<file path="config.mk">
export PLATFORM = sky130hd
export DESIGN_NAME = gpio_dac_serial
export DESIGN_NICKNAME = d
export VERILOG_FILES = /design/src/design/pin_sync.v /design/src/design/pin_cell.v /design/src/design/gpio_dac_serial.v
export VERILOG_INCLUDE_DIRS = /design/src /design/src/shared
export SDC_FILE = /design/constraint.sdc
export NUM_CORES = 1
export LEC_CHECK = 0
export ABC_AREA = 1
export BUFFER_PORTS_ARGS = -buffer_cell sky130_fd_sc_hd__buf_2
export CAP_MARGIN = 20
export CORE_MARGIN = 2
export CORE_UTILIZATION = 50
export DETAILED_ROUTE_END_ITERATION = 8
export PLACE_DENSITY = 0.65
export SLEW_MARGIN = 25
export SYNTH_ARGS = -nofsm -noshare
export SYNTH_HDL_FRONTEND = slang
export SYNTH_SLANG_ARGS = --single-unit
</file>
<file path="constraint.sdc">
create_clock -name ref_clk -period 3.1 [get_ports ref_clk]
set_clock_uncertainty 0.05 [all_clocks]
set_input_delay 0.62 -clock ref_clk [delete_from_list [all_inputs] [get_ports ref_clk]]
set_output_delay 0.62 -clock ref_clk [all_outputs]
set_load 0.005 [all_outputs]
</file>
<file path="src/shared/gpio_dac_map.vh">
// constants for the pin and converter serial command block
`ifndef GPIO_DAC_MAP_VH
`define GPIO_DAC_MAP_VH

// command bytes
`define CMD_PIN_CFG 8'h03
`define CMD_PIN_WR 8'h02
`define CMD_PIN_RD 8'h01
`define CMD_DAC_SEL 4'h1

// bit counter marks (index of the last bit of a field, and the count where the counter holds)
`define BIT_CMD_LAST 5'h07
`define BIT_BYTE2_LAST 5'h0F
`define BIT_WORD_LAST 5'h17
`define BIT_CNT_MAX 5'h1F

// converter control codes
`define DAC_RESET 4'h1
`define DAC_LOAD0 4'h2
`define DAC_LOAD1 4'h3
`define DAC_LOAD2 4'h4
`define DAC_LOAD3 4'h5
`define DAC_THRU_A 4'hA
`define DAC_THRU_C 4'hC
`define DAC_IN_ALL 4'hD
`define DAC_SW_LOAD 4'hE
`define DAC_POWER 4'hF
`define LOAD_BASE 2'h2

// power field values (data bits 3..1)
`define PWR_UP 3'h1
`define PWR_HIZ 3'h2
`define PWR_GND1K 3'h4
`define PWR_GND100K 3'h0
`define PWR_REF100K 3'h7

// buffer state encodings on the mode outputs
`define BUF_ACTIVE 3'h0
`define BUF_HIZ 3'h1
`define BUF_GND1K 3'h2
`define BUF_GND100K 3'h3
`define BUF_REF100K 3'h4
`define BUF_RESET 3'h3

// field positions and widths
`define SEL_LSB 4
`define CODE_W 12
`define MODE_W 3

// reset and fill values
`define CODE_ZERO 12'h000
`define CODE_ONES 12'hFFF
`define PIN_CFG_RESET 4'h0
`define PIN_WR_RESET 4'hF
`define LEAD_ZEROS 4'h0
`define SYNC_LINK_RESET 4'h9
`define PIN_LEVEL_RESET 4'h0

`endif

</file>
<file path="src/design/pin_sync.v">
// two-stage synchroniser for asynchronous inputs
`timescale 1ns/100ps
module pin_sync #(
  parameter W = 1,
  parameter [W-1:0] RST = {W{1'b0}}
) (
  // clock and reset
  input wire clk,
  input wire resetn,
  // raw and synchronised levels
  input wire [W-1:0] rawIn,
  output reg [W-1:0] syncOut
);

  reg [W-1:0] stage1; // read only by the second stage

  // two flops, reset to the idle level of each line
  always @(posedge clk) begin
    if (!resetn) begin
      stage1 <= RST;
      syncOut <= RST;
    end else begin
      stage1 <= rawIn;
      syncOut <= stage1;
    end
  end

endmodule // pin_sync

</file>
<file path="src/design/pin_cell.v">
// one general-purpose pin: mode decode to drive value and enable
`timescale 1ns/100ps
module pin_cell (
  // clock and reset
  input wire clk,
  input wire resetn,
  // committed register bits for this pin
  input wire cfgBit,
  input wire wrBit,
  // pad drive
  output reg pinOut,
  output reg pinOe
);

  // 11 high, 10 low, 01 input, 00 open-drain pulldown
  always @(posedge clk) begin
    if (!resetn) begin
      pinOut <= 1'b0; // input after reset
      pinOe <= 1'b0;
    end else begin
      pinOut <= cfgBit & wrBit;
      pinOe <= cfgBit | ~wrBit;
    end
  end

endmodule // pin_cell

</file>
<file path="src/design/gpio_dac_serial.v">
// serial command interpreter for pins and the quad output converter
//
// Functional notes
// - pin configure: 03h then data, zeros out; a result ready at frame start goes out instead
// - pin write: 02h then data, zeros out; a result ready at frame start goes out instead
// - pin decode: high, low, input, open-drain low
// - pin read: 01h, then four zeros, pins
// - 16-bit word, four control; unlisted codes nop
// - code 1 top bit 0 clears registers
// - code 1 top bit 1 presets registers
// - codes 2..5 load one input register
// - codes A, C write through all channels
// - code D loads all input registers only
// - code E copies selected inputs to outputs
// - power code 001 powers selected buffers up
// - power code 010 leaves selected high impedance
// - power codes 100, 000 tie to ground
// - power code 111 ties to reference pin
// - result: four zeros then twelve bits
// - output data changes on clock falling edge
// - bipolar results in two's complement form
// - bits taken on falling edge; short discarded
// - pin registers update on chip select rise
// - all pins are inputs after reset
`timescale 1ns/100ps
`include "gpio_dac_map.vh"
module gpio_dac_serial (
  // clock and reset
  input wire ref_clk,
  input wire resetn,
  // serial link pins
  input wire csN,
  input wire sclk,
  input wire din,
  output reg dout,
  output reg doutOe,
  // hardware load strobe
  input wire loadOutputsStrobeN,
  // general-purpose pins, bit 3 port_c_pin_1 .. bit 0 port_a_pin_0
  input wire [3:0] pinIn,
  output wire [3:0] pinOut,
  output wire [3:0] pinOe,
  // converter output registers and buffer states
  output reg [47:0] dacCodes,
  output reg [11:0] dacBufMode,
  // conversion result from the input converter
  input wire [11:0] resultCode,
  input wire resultBipolar,
  input wire resultReady,
  output reg resultTaken
);

  // phases of a transaction
  localparam PH_CMD = 3'h0;
  localparam PH_CFG = 3'h1;
  localparam PH_WR = 3'h2;
  localparam PH_RD = 3'h3;
  localparam PH_DAC = 3'h4;
  localparam PH_SKIP = 3'h5;

  // synchronised link lines
  wire [3:0] linkSync;
  wire csS = linkSync[3];
  wire sclkS = linkSync[2];
  wire dinS = linkSync[1];
  wire ldacS = linkSync[0];
  wire [3:0] pinState; // synchronised pin levels

  // edge history
  reg csPrev;
  reg sclkPrev;
  reg ldacPrev;

  // serial state
  reg [2:0] phase;
  reg [4:0] bitCnt; // bits taken since chip select fell
  reg [15:0] rxShift; // received bits, newest at bit 0
  reg [15:0] txShift; // bit 15 is on dout now
  reg resultLoaded; // a result is being shifted out

  // pin registers and the pending write
  reg [3:0] pinCfg;
  reg [3:0] pinWr;
  reg [3:0] pendData;
  reg pendIsCfg;
  reg pendValid;

  // converter input registers
  reg [47:0] inCodes;

  integer ch;

  // edges seen on the synchronised lines
  wire csFall = csPrev & ~csS;
  wire csRise = ~csPrev & csS;
  wire sclkFall = sclkPrev & ~sclkS;
  wire ldacFall = ldacPrev & ~ldacS;

  // byte and word including the bit taken on this edge
  wire [7:0] rxByte = {rxShift[6:0], dinS};
  wire [15:0] rxWord = {rxShift[14:0], dinS};
  wire [3:0] ctl = rxWord[15:12];
  wire [11:0] dData = rxWord[11:0];
  wire [1:0] loadIdx = ctl[1:0] - `LOAD_BASE;

  // result framing: raw converter code is offset binary, so the
  // sign form only needs the top bit turned over
  wire [11:0] codedResult = resultBipolar ?
    {~resultCode[11], resultCode[10:0]} : resultCode;
  wire [15:0] fmtResult = {`LEAD_ZEROS, codedResult};

  // power field decode
  reg pwrValid;
  reg [2:0] pwrMode;

  // map the power field to a buffer state
  always @* begin
    pwrValid = 1'b1;
    pwrMode = `BUF_ACTIVE;
    case (dData[3:1])
      `PWR_UP: pwrMode = `BUF_ACTIVE;
      `PWR_HIZ: pwrMode = `BUF_HIZ;
      `PWR_GND1K: pwrMode = `BUF_GND1K;
      `PWR_GND100K: pwrMode = `BUF_GND100K;
      `PWR_REF100K: pwrMode = `BUF_REF100K;
      default: pwrValid = 1'b0;
    endcase
  end

  // link lines, idle chip select and strobe high
  pin_sync #(
    .W(4),
    .RST(`SYNC_LINK_RESET)
  ) linkSyncInst (
    .clk(ref_clk),
    .resetn(resetn),
    .rawIn({csN, sclk, din, loadOutputsStrobeN}),
    .syncOut(linkSync)
  );

  // pin levels for read-back
  pin_sync #(
    .W(4),
    .RST(`PIN_LEVEL_RESET)
  ) pinSyncInst (
    .clk(ref_clk),
    .resetn(resetn),
    .rawIn(pinIn),
    .syncOut(pinState)
  );

  // one pad driver per pin
  genvar gi;
  generate
    for (gi = 0; gi < 4; gi = gi + 1) begin : pinGen
      pin_cell cellInst (
        .clk(ref_clk),
        .resetn(resetn),
        .cfgBit(pinCfg[gi]),
        .wrBit(pinWr[gi]),
        .pinOut(pinOut[gi]),
        .pinOe(pinOe[gi])
      );
    end
  endgenerate

  // edge history registers
  always @(posedge ref_clk) begin
    if (!resetn) begin
      csPrev <= 1'b1;
      sclkPrev <= 1'b0;
      ldacPrev <= 1'b1;
    end else begin
      csPrev <= csS;
      sclkPrev <= sclkS;
      ldacPrev <= ldacS;
    end
  end

  // main interpreter: framing, pin registers, converter registers
  always @(posedge ref_clk) begin
    if (!resetn) begin
      phase <= PH_SKIP;
      bitCnt <= 5'h00;
      rxShift <= 16'h0000;
      txShift <= 16'h0000;
      resultLoaded <= 1'b0;
      resultTaken <= 1'b0;
      dout <= 1'b0;
      doutOe <= 1'b0;
      pinCfg <= `PIN_CFG_RESET;
      pinWr <= `PIN_WR_RESET;
      pendData <= 4'h0;
      pendIsCfg <= 1'b0;
      pendValid <= 1'b0;
      inCodes <= {4{`CODE_ZERO}};
      dacCodes <= {4{`CODE_ZERO}};
      dacBufMode <= {4{`BUF_RESET}};
    end else begin
      resultTaken <= 1'b0;
      // hardware strobe loads every output; a command in the
      // same cycle is applied after it and wins per channel
      if (ldacFall)
        dacCodes <= inCodes;
      if (csFall) begin
        // new frame; a result is offered only when one is ready
        phase <= PH_CMD;
        bitCnt <= 5'h00;
        pendValid <= 1'b0;
        doutOe <= 1'b1;
        resultLoaded <= resultReady;
        if (resultReady) begin
          txShift <= fmtResult;
          dout <= fmtResult[15];
        end else begin
          txShift <= 16'h0000;
          dout <= 1'b0;
        end
      end else if (csRise) begin
        // end of frame; short frames never set the pending flag
        doutOe <= 1'b0;
        dout <= 1'b0;
        phase <= PH_SKIP;
        resultLoaded <= 1'b0;
        pendValid <= 1'b0;
        if (pendValid) begin
          if (pendIsCfg)
            pinCfg <= pendData;
          else
            pinWr <= pendData;
        end
      end else if (!csS && sclkFall) begin
        // take a bit and move dout on the same falling edge
        rxShift <= rxWord;
        if (bitCnt != `BIT_CNT_MAX)
          bitCnt <= bitCnt + 5'h01;
        txShift <= {txShift[14:0], 1'b0};
        dout <= txShift[14];
        if (resultLoaded && bitCnt == `BIT_BYTE2_LAST) begin
          resultTaken <= 1'b1;
          resultLoaded <= 1'b0;
        end
        case (phase)
          PH_CMD: begin
            if (bitCnt == `BIT_CMD_LAST) begin
              if (rxByte == `CMD_PIN_CFG)
                phase <= PH_CFG;
              else if (rxByte == `CMD_PIN_WR)
                phase <= PH_WR;
              else if (rxByte == `CMD_PIN_RD) begin
                phase <= PH_RD;
                // read overrides any result: zeros then pins
                txShift <= {`LEAD_ZEROS, pinState, 8'h00};
                dout <= 1'b0;
                resultLoaded <= 1'b0;
              end else if (rxByte[7:4] == `CMD_DAC_SEL)
                phase <= PH_DAC;
              else
                phase <= PH_SKIP;
            end
          end
          PH_CFG, PH_WR: begin
            // upper nibble kept, lower nibble ignored
            if (bitCnt == `BIT_BYTE2_LAST) begin
              pendData <= rxByte[7:4];
              pendIsCfg <= (phase == PH_CFG);
              pendValid <= 1'b1;
              phase <= PH_SKIP;
            end
          end
          PH_RD: begin
            if (bitCnt == `BIT_BYTE2_LAST)
              phase <= PH_SKIP;
          end
          PH_DAC: begin
            // the word acts only once all sixteen bits arrived
            if (bitCnt == `BIT_WORD_LAST) begin
              phase <= PH_SKIP;
              case (ctl)
                `DAC_RESET: begin
                  if (dData[11]) begin
                    inCodes <= {4{`CODE_ONES}};
                    dacCodes <= {4{`CODE_ONES}};
                  end else begin
                    inCodes <= {4{`CODE_ZERO}};
                    dacCodes <= {4{`CODE_ZERO}};
                  end
                end
                `DAC_LOAD0, `DAC_LOAD1, `DAC_LOAD2, `DAC_LOAD3:
                  inCodes[loadIdx * `CODE_W +: `CODE_W] <= dData;
                `DAC_THRU_A, `DAC_THRU_C: begin
                  inCodes <= {4{dData}};
                  dacCodes <= {4{dData}};
                end
                `DAC_IN_ALL:
                  inCodes <= {4{dData}};
                `DAC_SW_LOAD: begin
                  for (ch = 0; ch < 4; ch = ch + 1)
                    if (dData[`SEL_LSB + ch])
                      dacCodes[ch * `CODE_W +: `CODE_W] <=
                        inCodes[ch * `CODE_W +: `CODE_W];
                end
                `DAC_POWER: begin
                  for (ch = 0; ch < 4; ch = ch + 1)
                    if (pwrValid && dData[`SEL_LSB + ch])
                      dacBufMode[ch * `MODE_W +: `MODE_W] <=
                        pwrMode;
                end
                default: ; // no operation
              endcase
            end
          end
          default: ; // bits past the command are ignored
        endcase
      end
    end
  end

endmodule // gpio_dac_serial

</file>
; ---- Yosys cells after proc, flatten, opt, wreduce, memory -nomap -nowiden
; Index checks and enable logic that the tools add are counted.
[classes]
n_reduce_logical = 38
add_sub_neg = 3
bitwise = 26
multipliers = 1
eq_ne = 33
muxes = 54
shifts = 2
[op_table]
columns = op, count
row1 = $mux 48, 7
row2 = $pmux 48 s3, 2
row3 = $mux 15, 8
row4 = $mux 12, 6
row5 = $bwmux 48, 1
row6 = $shift 12x34->48 const A, 1
row7 = $shiftx 12x34->48, 1
row8 = $neg 6->34, 1
row9 = $reduce_and 7->1, 4
row10 = $mux 3, 9
row11 = $eq 4x4->1 const B, 5
row12 = $mux 1, 19
row13 = $eq 8x2->1 const B, 2
row14 = $reduce_and 5->1, 3
row15 = $not 1->1, 14
row16 = $pmux 3 s4, 1
row17 = $eq 3x2->1 const B, 3
row18 = $eq 3x3->1 const B, 3
row19 = $pmux 3 s3, 1
row20 = $reduce_and 3->1, 3
row21 = $reduce_bool 3->1, 3
row22 = $reduce_or 3->1, 3
row23 = $and 1x1->1, 8
row24 = $eq 4x1->1 const B, 2
row25 = other kinds (27), 47
[word_totals]
inputBits = 24
ff_bits = 191
elab_cells = 192
output_inout_bits = 71

; ---- Logic depth before layout (Yosys ltp)
[logic_depth]
word_depth = 11
depth_mapped = 14
mapped_depth_nobuf = 13

; ---- By module
; Synthesis repeated with hierarchy kept, for this count alone.
[hier_totals]
hier_cells = 1562
area_unflattened_um2 = 9905.8
[by_module_without_submodules]
columns = module, seq_area_each_um2, area_per_inst_um2, instances, cells_each
row1 = gpio_dac_serial, 3343.2, 9190.1, 1, 1484
row2 = pin_sync, 160.2, 225.2, 2, 25
row3 = pin_cell, 40.0, 66.3, 4, 7

; ---- Least setup slack after synthesis
; OpenSTA, ideal clock, no wires.
[synth_path]
kind = reg2reg
from = reg rxShift[11]
to = reg inCodes[19]
n_path_buf = 2
path_stages_with_launch = 12
setup_time_ns = 0.070
required_ns = 2.980
path_slack_ns = 0.713
synth_period_minus_slack_ns = 2.387
arrival_time_ns = 2.267
cell_sequence = dfxtp_1 clkinv_1 clkbuf_1 ha_1 inv_1 buf_2 nand3_1 nor2_1 nand3_1 o21ai_0 nand2_1 a21oi_1
[synth_via]
elab_chain_len = 6
word_cells_on_any_way = 19
classes_between = 2 x add/sub / 1 x mul / 8 x eq/ne / 2 x shift / 2 x mux / 4 x reduce/logical
[synth_lines]
columns = element, line
row1 = from (decl), gpio_dac_serial.v:77  ; reg [15:0] rxShift;
row2 = from (signal assigned), gpio_dac_serial.v:234  ; rxShift <= rxWord;
row3 = $sub 2x2->2 (no source line), n/a
row4 = $mul 2x2->4 (no source line), n/a
row5 = $neg 6->34, gpio_dac_serial.v:290  ; inCodes[loadIdx * `CODE_W +: `CODE_W] <= dData;
row6 = $shiftx 12x34->48 or $shift 12x34->48 (tied branches), gpio_dac_serial.v:290
row7 = $bwmux 48, gpio_dac_serial.v:290
row8 = $pmux 48 s3, gpio_dac_serial.v:279  ; case (ctl)
row9 = to (signal assigned), gpio_dac_serial.v:282  ; inCodes <= {4{`CODE_ONES}};
row10 = "to (signal, indexed assignment)", gpio_dac_serial.v:290
row11 = to (signal assigned), gpio_dac_serial.v:292  ; inCodes <= {4{dData}};
row12 = to (decl), gpio_dac_serial.v:89  ; reg [47:0] inCodes;
; Several ways; a longest one is shown, not always the timed one.
; A chain may end at the register's enable or synchronous reset.

; ---- Worst setup path in the final report
[layout_path]
from = reg linkSyncInst.syncOut[3]
to = reg inCodes[0]
[layout_via]
elab_chain_len = 4
word_cells_on_any_way = 8
classes_between = 5 x bitwise / 3 x reduce/logical
[layout_lines]
columns = element, line
row1 = from (decl), pin_sync.v:12  ; output reg [W-1:0] syncOut
row2 = from (signal assigned), pin_sync.v:24  ; syncOut <= stage1;
row3 = $not 1->1, gpio_dac_serial.v:94  ; wire csFall = csPrev & ~csS;
row4 = $and 1x1->1, gpio_dac_serial.v:94
row5 = net csFall, gpio_dac_serial.v:94
row6 = $not 1->1 (no source line), n/a
row7 = $reduce_and 6->1 (no source line), n/a
row8 = to (signal assigned), gpio_dac_serial.v:196  ; inCodes <= {4{`CODE_ZERO}};
row9 = to (signal assigned), gpio_dac_serial.v:282
row10 = to (signal assigned), gpio_dac_serial.v:285  ; inCodes <= {4{`CODE_ZERO}};
; The timed path passes the listed nets, and every way through them passes these cells.

==> flow_summary.json <==
{
  "fin_nets": 1641,
  "yosys_warnings": 0,
  "critical_path.top_delay_family": "simple AND/OR/NAND/NOR gates",
  "nFillCells": 1962,
  "drt_iter0_drc": 1009,
  "finalMaxSlewViolations": 0,
  "core_mm2": 0.01940,
  "synth.most_common_cell": "nand2_1",
  "multi_input_area_mm2": 0.005007,
  "finalCritPeriodShare_pct": 91.15,
  "antenna_found_initial": 0,
  "worstPathMaxFanout": 13,
  "netlist_area_mm2": 0.009821,
  "place_ws_ns": 0.2227,
  "clk_latency_ns": 0.45,
  "dr.pass1.iters": 6,
  "fmaxAchievable_ghz": 0.3539,
  "cts_tree": "built",
  "area_growth_pct": 14.40,
  "ys_top_cells_by_area": "dfxtp_1 39%, nand2_1 17%, a21oi_1 8.2%",
  "setup_violations": 0,
  "synth_top_area_share_pct": 38.93,
  "vias": 10260,
  "clk_pin_slew_ns": 0.08,
  "maxCapViolCount": 0,
  "critPathBufInv": 3,
  "ys_types": 31,
  "synthCells": 1536,
  "relSlewSlack_pct": 34.84,
  "endpoint_kind": "flop",
  "tightest_slew_ns": 0.9710,
  "cts.sink_count": 191,
  "cpMostUsedCell": "nand2_1",
  "place_congestion": 1.045,
  "route.detailed.drc": 0,
  "syn_area_per_cell_um2": 6.394,
  "powerDensity_mw_per_mm2": 450.4,
  "fin_area_mm2": 0.01123,
  "arrival_ns": 3.13,
  "regArea_mm2": 0.003824,
  "wl_um": 31950,
  "placed_area_mm2": 0.01058,
  "fp.dieW_um": 144.1,
  "critPathKind": "flop to flop",
  "hp-class": "primary input to flop",
  "yosysSeqAreaShare_pct": 38.93,
  "synth_top_cells_by_count": "454 x nand2_1, 191 x dfxtp_1, 161 x a21oi_1",
  "grt_pass1_vias": 8905,
  "power.leakage_nw": 5.251,
  "dp_hpwl_um": 22550,
  "synth_ff_type": "dfxtp_1",
  "port_buffers": 94,
  "finalNonFillerCells": 1884,
  "drive_gt1_share_pct": 11.50,
  "wl_per_cell_um": 16.96,
  "hold_viol": 0,
  "clock_path_buffers": 2,
  "synth_edf_count": 0,
  "row_count": 51,
  "dieArea_mm2": 0.02078,
  "root_buffer": "clkbuf_16",
  "slowest_delay_ns": 0.49,
  "ant_nets": 0,
  "grt_pass1_wl_um": 49480,
  "cp.required_ns": 3.40,
  "finalCriticalPeriod_ns": 2.826,
  "setup-tns-final_ns": 0,
  "drt-vias-per-instance": 5.444,
  "worstPathCellList": "inv_1 > ha_1 > nor2_1 > nand2_1 > nor2_2 > nand2_1 > buf_4 > nor2_1 > nand2_1 > nand2_1 > inv_1",
  "grt_max_degree": 74,
  "cts_buffers": 17,
  "die_y_um": 144.1,
  "peakVddDrop_mv": 0.3495,
  "ys_async_sr_fraction_pct": 0,
  "critPathLaunchType": "flop",
  "slowest_stage": "nor2_1",
  "start_util_pct": 50.63,
  "layout_setup_ws_ns": 0.2742,
  "placed_cells_incl_taps": 1851,
  "grt_overflow": 0,
  "yosys.area.top_type": "dfxtp_1",
  "syn_nets": 1572,
  "status": "complete, no violations",
  "htreeDepth": 4,
  "ys_ff_latch": 191,
  "rsz0062_at_grt": "no",
  "grt_usage_pct": 31.15,
  "top_level_ports": 95
}
worst paths after layout:
| kind | slack, ns | to | start | cells past startpoint |
|---|---|---|---|---|
| worst max register to register | 0.27 | inCodes[0]$_SDFFE_PN0P_ | linkSyncInst.syncOut[3]$_SDFF_PN1_ | 11 |
| worst min register to register | 0.37 | linkSyncInst.syncOut[2]$_SDFF_PN0_ | linkSyncInst.stage1[2]$_SDFF_PN0_ | 2 |
| worst min-delay path | 0.30 | linkSyncInst.stage1[2]$_SDFF_PN0_ | sclk | 3 |
| worst max-delay path | 0.27 | inCodes[0]$_SDFFE_PN0P_ | linkSyncInst.syncOut[3]$_SDFF_PN1_ | 11 |
layer usage:
metal	share of wire, %	routed length, um	global-route usage (%)
met3	9.6	3081	7.285
met2	40	12870	43.68
met1	47	15000	46.40
met5	0	0	0
met4	3.1	995	10.88
report_power, final:
group | switching [mW] | internal, mW
clock | 1.14 | 1.25
combinational | 0.128 | 0.0506
sequential | 0.0131 | 2.47
cells by family (layout without fill, tap and decap cells):
group | after synthesis | after routing | synth area share, %
compound gates | 356 | 356 | 18.84
fa+ha+maj | 12 | 12 | 1.529
buf+inv | 250 | 332 | 10.14
flops | 191 | 191 | 38.93
other cells | 0 | 1 | 0
simple gates | 727 | 727 | 30.55
placed cells by master (no fill, tap or decap), types with 2 or more instances in the layout:
master / instances
or2_2: 4
o211ai_1: 12
inv_6: 3
o21ai_0: 148
nand3b_1: 2
inv_8: 2
o22ai_1: 5
buf_2: 93
nor2_2: 2
inv_2: 3
nand3_1: 126
buf_4: 44
nand4_1: 23
clkinv_1: 2
a21oi_1: 160
dfxtp_1: 191
nor3_1: 10
o21ai_1: 20
nand2_2: 3
inv_1: 157
bufinv_16: 2
ha_1: 12
o21a_1: 3
clkbuf_16: 17
a211oi_1: 4
clkinv_8: 5
nor2_1: 101
nand2_1: 453
area by class of cell:
cell class | instances | area share (%)
Multi-Input combinational cell | 1095 | 44.57
Timing Repair Buffer | 138 | 7.261
Clock buffer | 17 | 3.787
Antenna cell | 1 | 0.02227
Inverter | 162 | 5.413
Sequential cell | 191 | 34.04
Tap cell | 265 | 2.951
Clock inverter | 15 | 1.960
what timing repair did:
item,4_1_cts,5_1_grt
setup endpoints to repair,0,11
buffers inserted,0,0
resized for setup,0,1
hold buffers,0,0
hold endpoints to repair,0,0
worst register-to-register path, cell delays in order, from the launching register on:
cell and delay, ns:
dfxtp_1 0.38, inv_1 0.09, ha_1 0.31, nor2_1 0.22, nand2_1 0.09, nor2_2 0.22, nand2_1 0.36, buf_4 0.31
nor2_1 0.49, nand2_1 0.11, nand2_1 0.08, inv_1 0.03
through the flow:
step / power (mW) / hold slack [ns] / utilization (%)
after global placement: 2.718 / 0.3417 / 54.55
after CTS: 5.081 / 0.2906 / 57.88
after detailed placement: 2.719 / 0.3491 / 54.55
after floorplan: 2.657 / 0.3405 / -
after global routing: 5.197 / 0.2990 / 57.90
final: 5.060 / 0.2974 / 57.91
state kept, by name, summed over array words and instances, names as in the netlist, 3 cells and up:
name                    count
inCodes                    48
pinWr                       4
txShift                    15
dacCodes                   48
pinSyncInst.syncOut         4
pinGen.cellInst.pinOut      4
dacBufMode                 12
phase                       3
pinSyncInst.stage1          4
linkSyncInst.stage1         4
linkSyncInst.syncOut        4
pinCfg                      4
pendData                    4
rxShift                    15
pinGen.cellInst.pinOe       4
bitCnt                      5
Power figures use the tool's default switching activity.
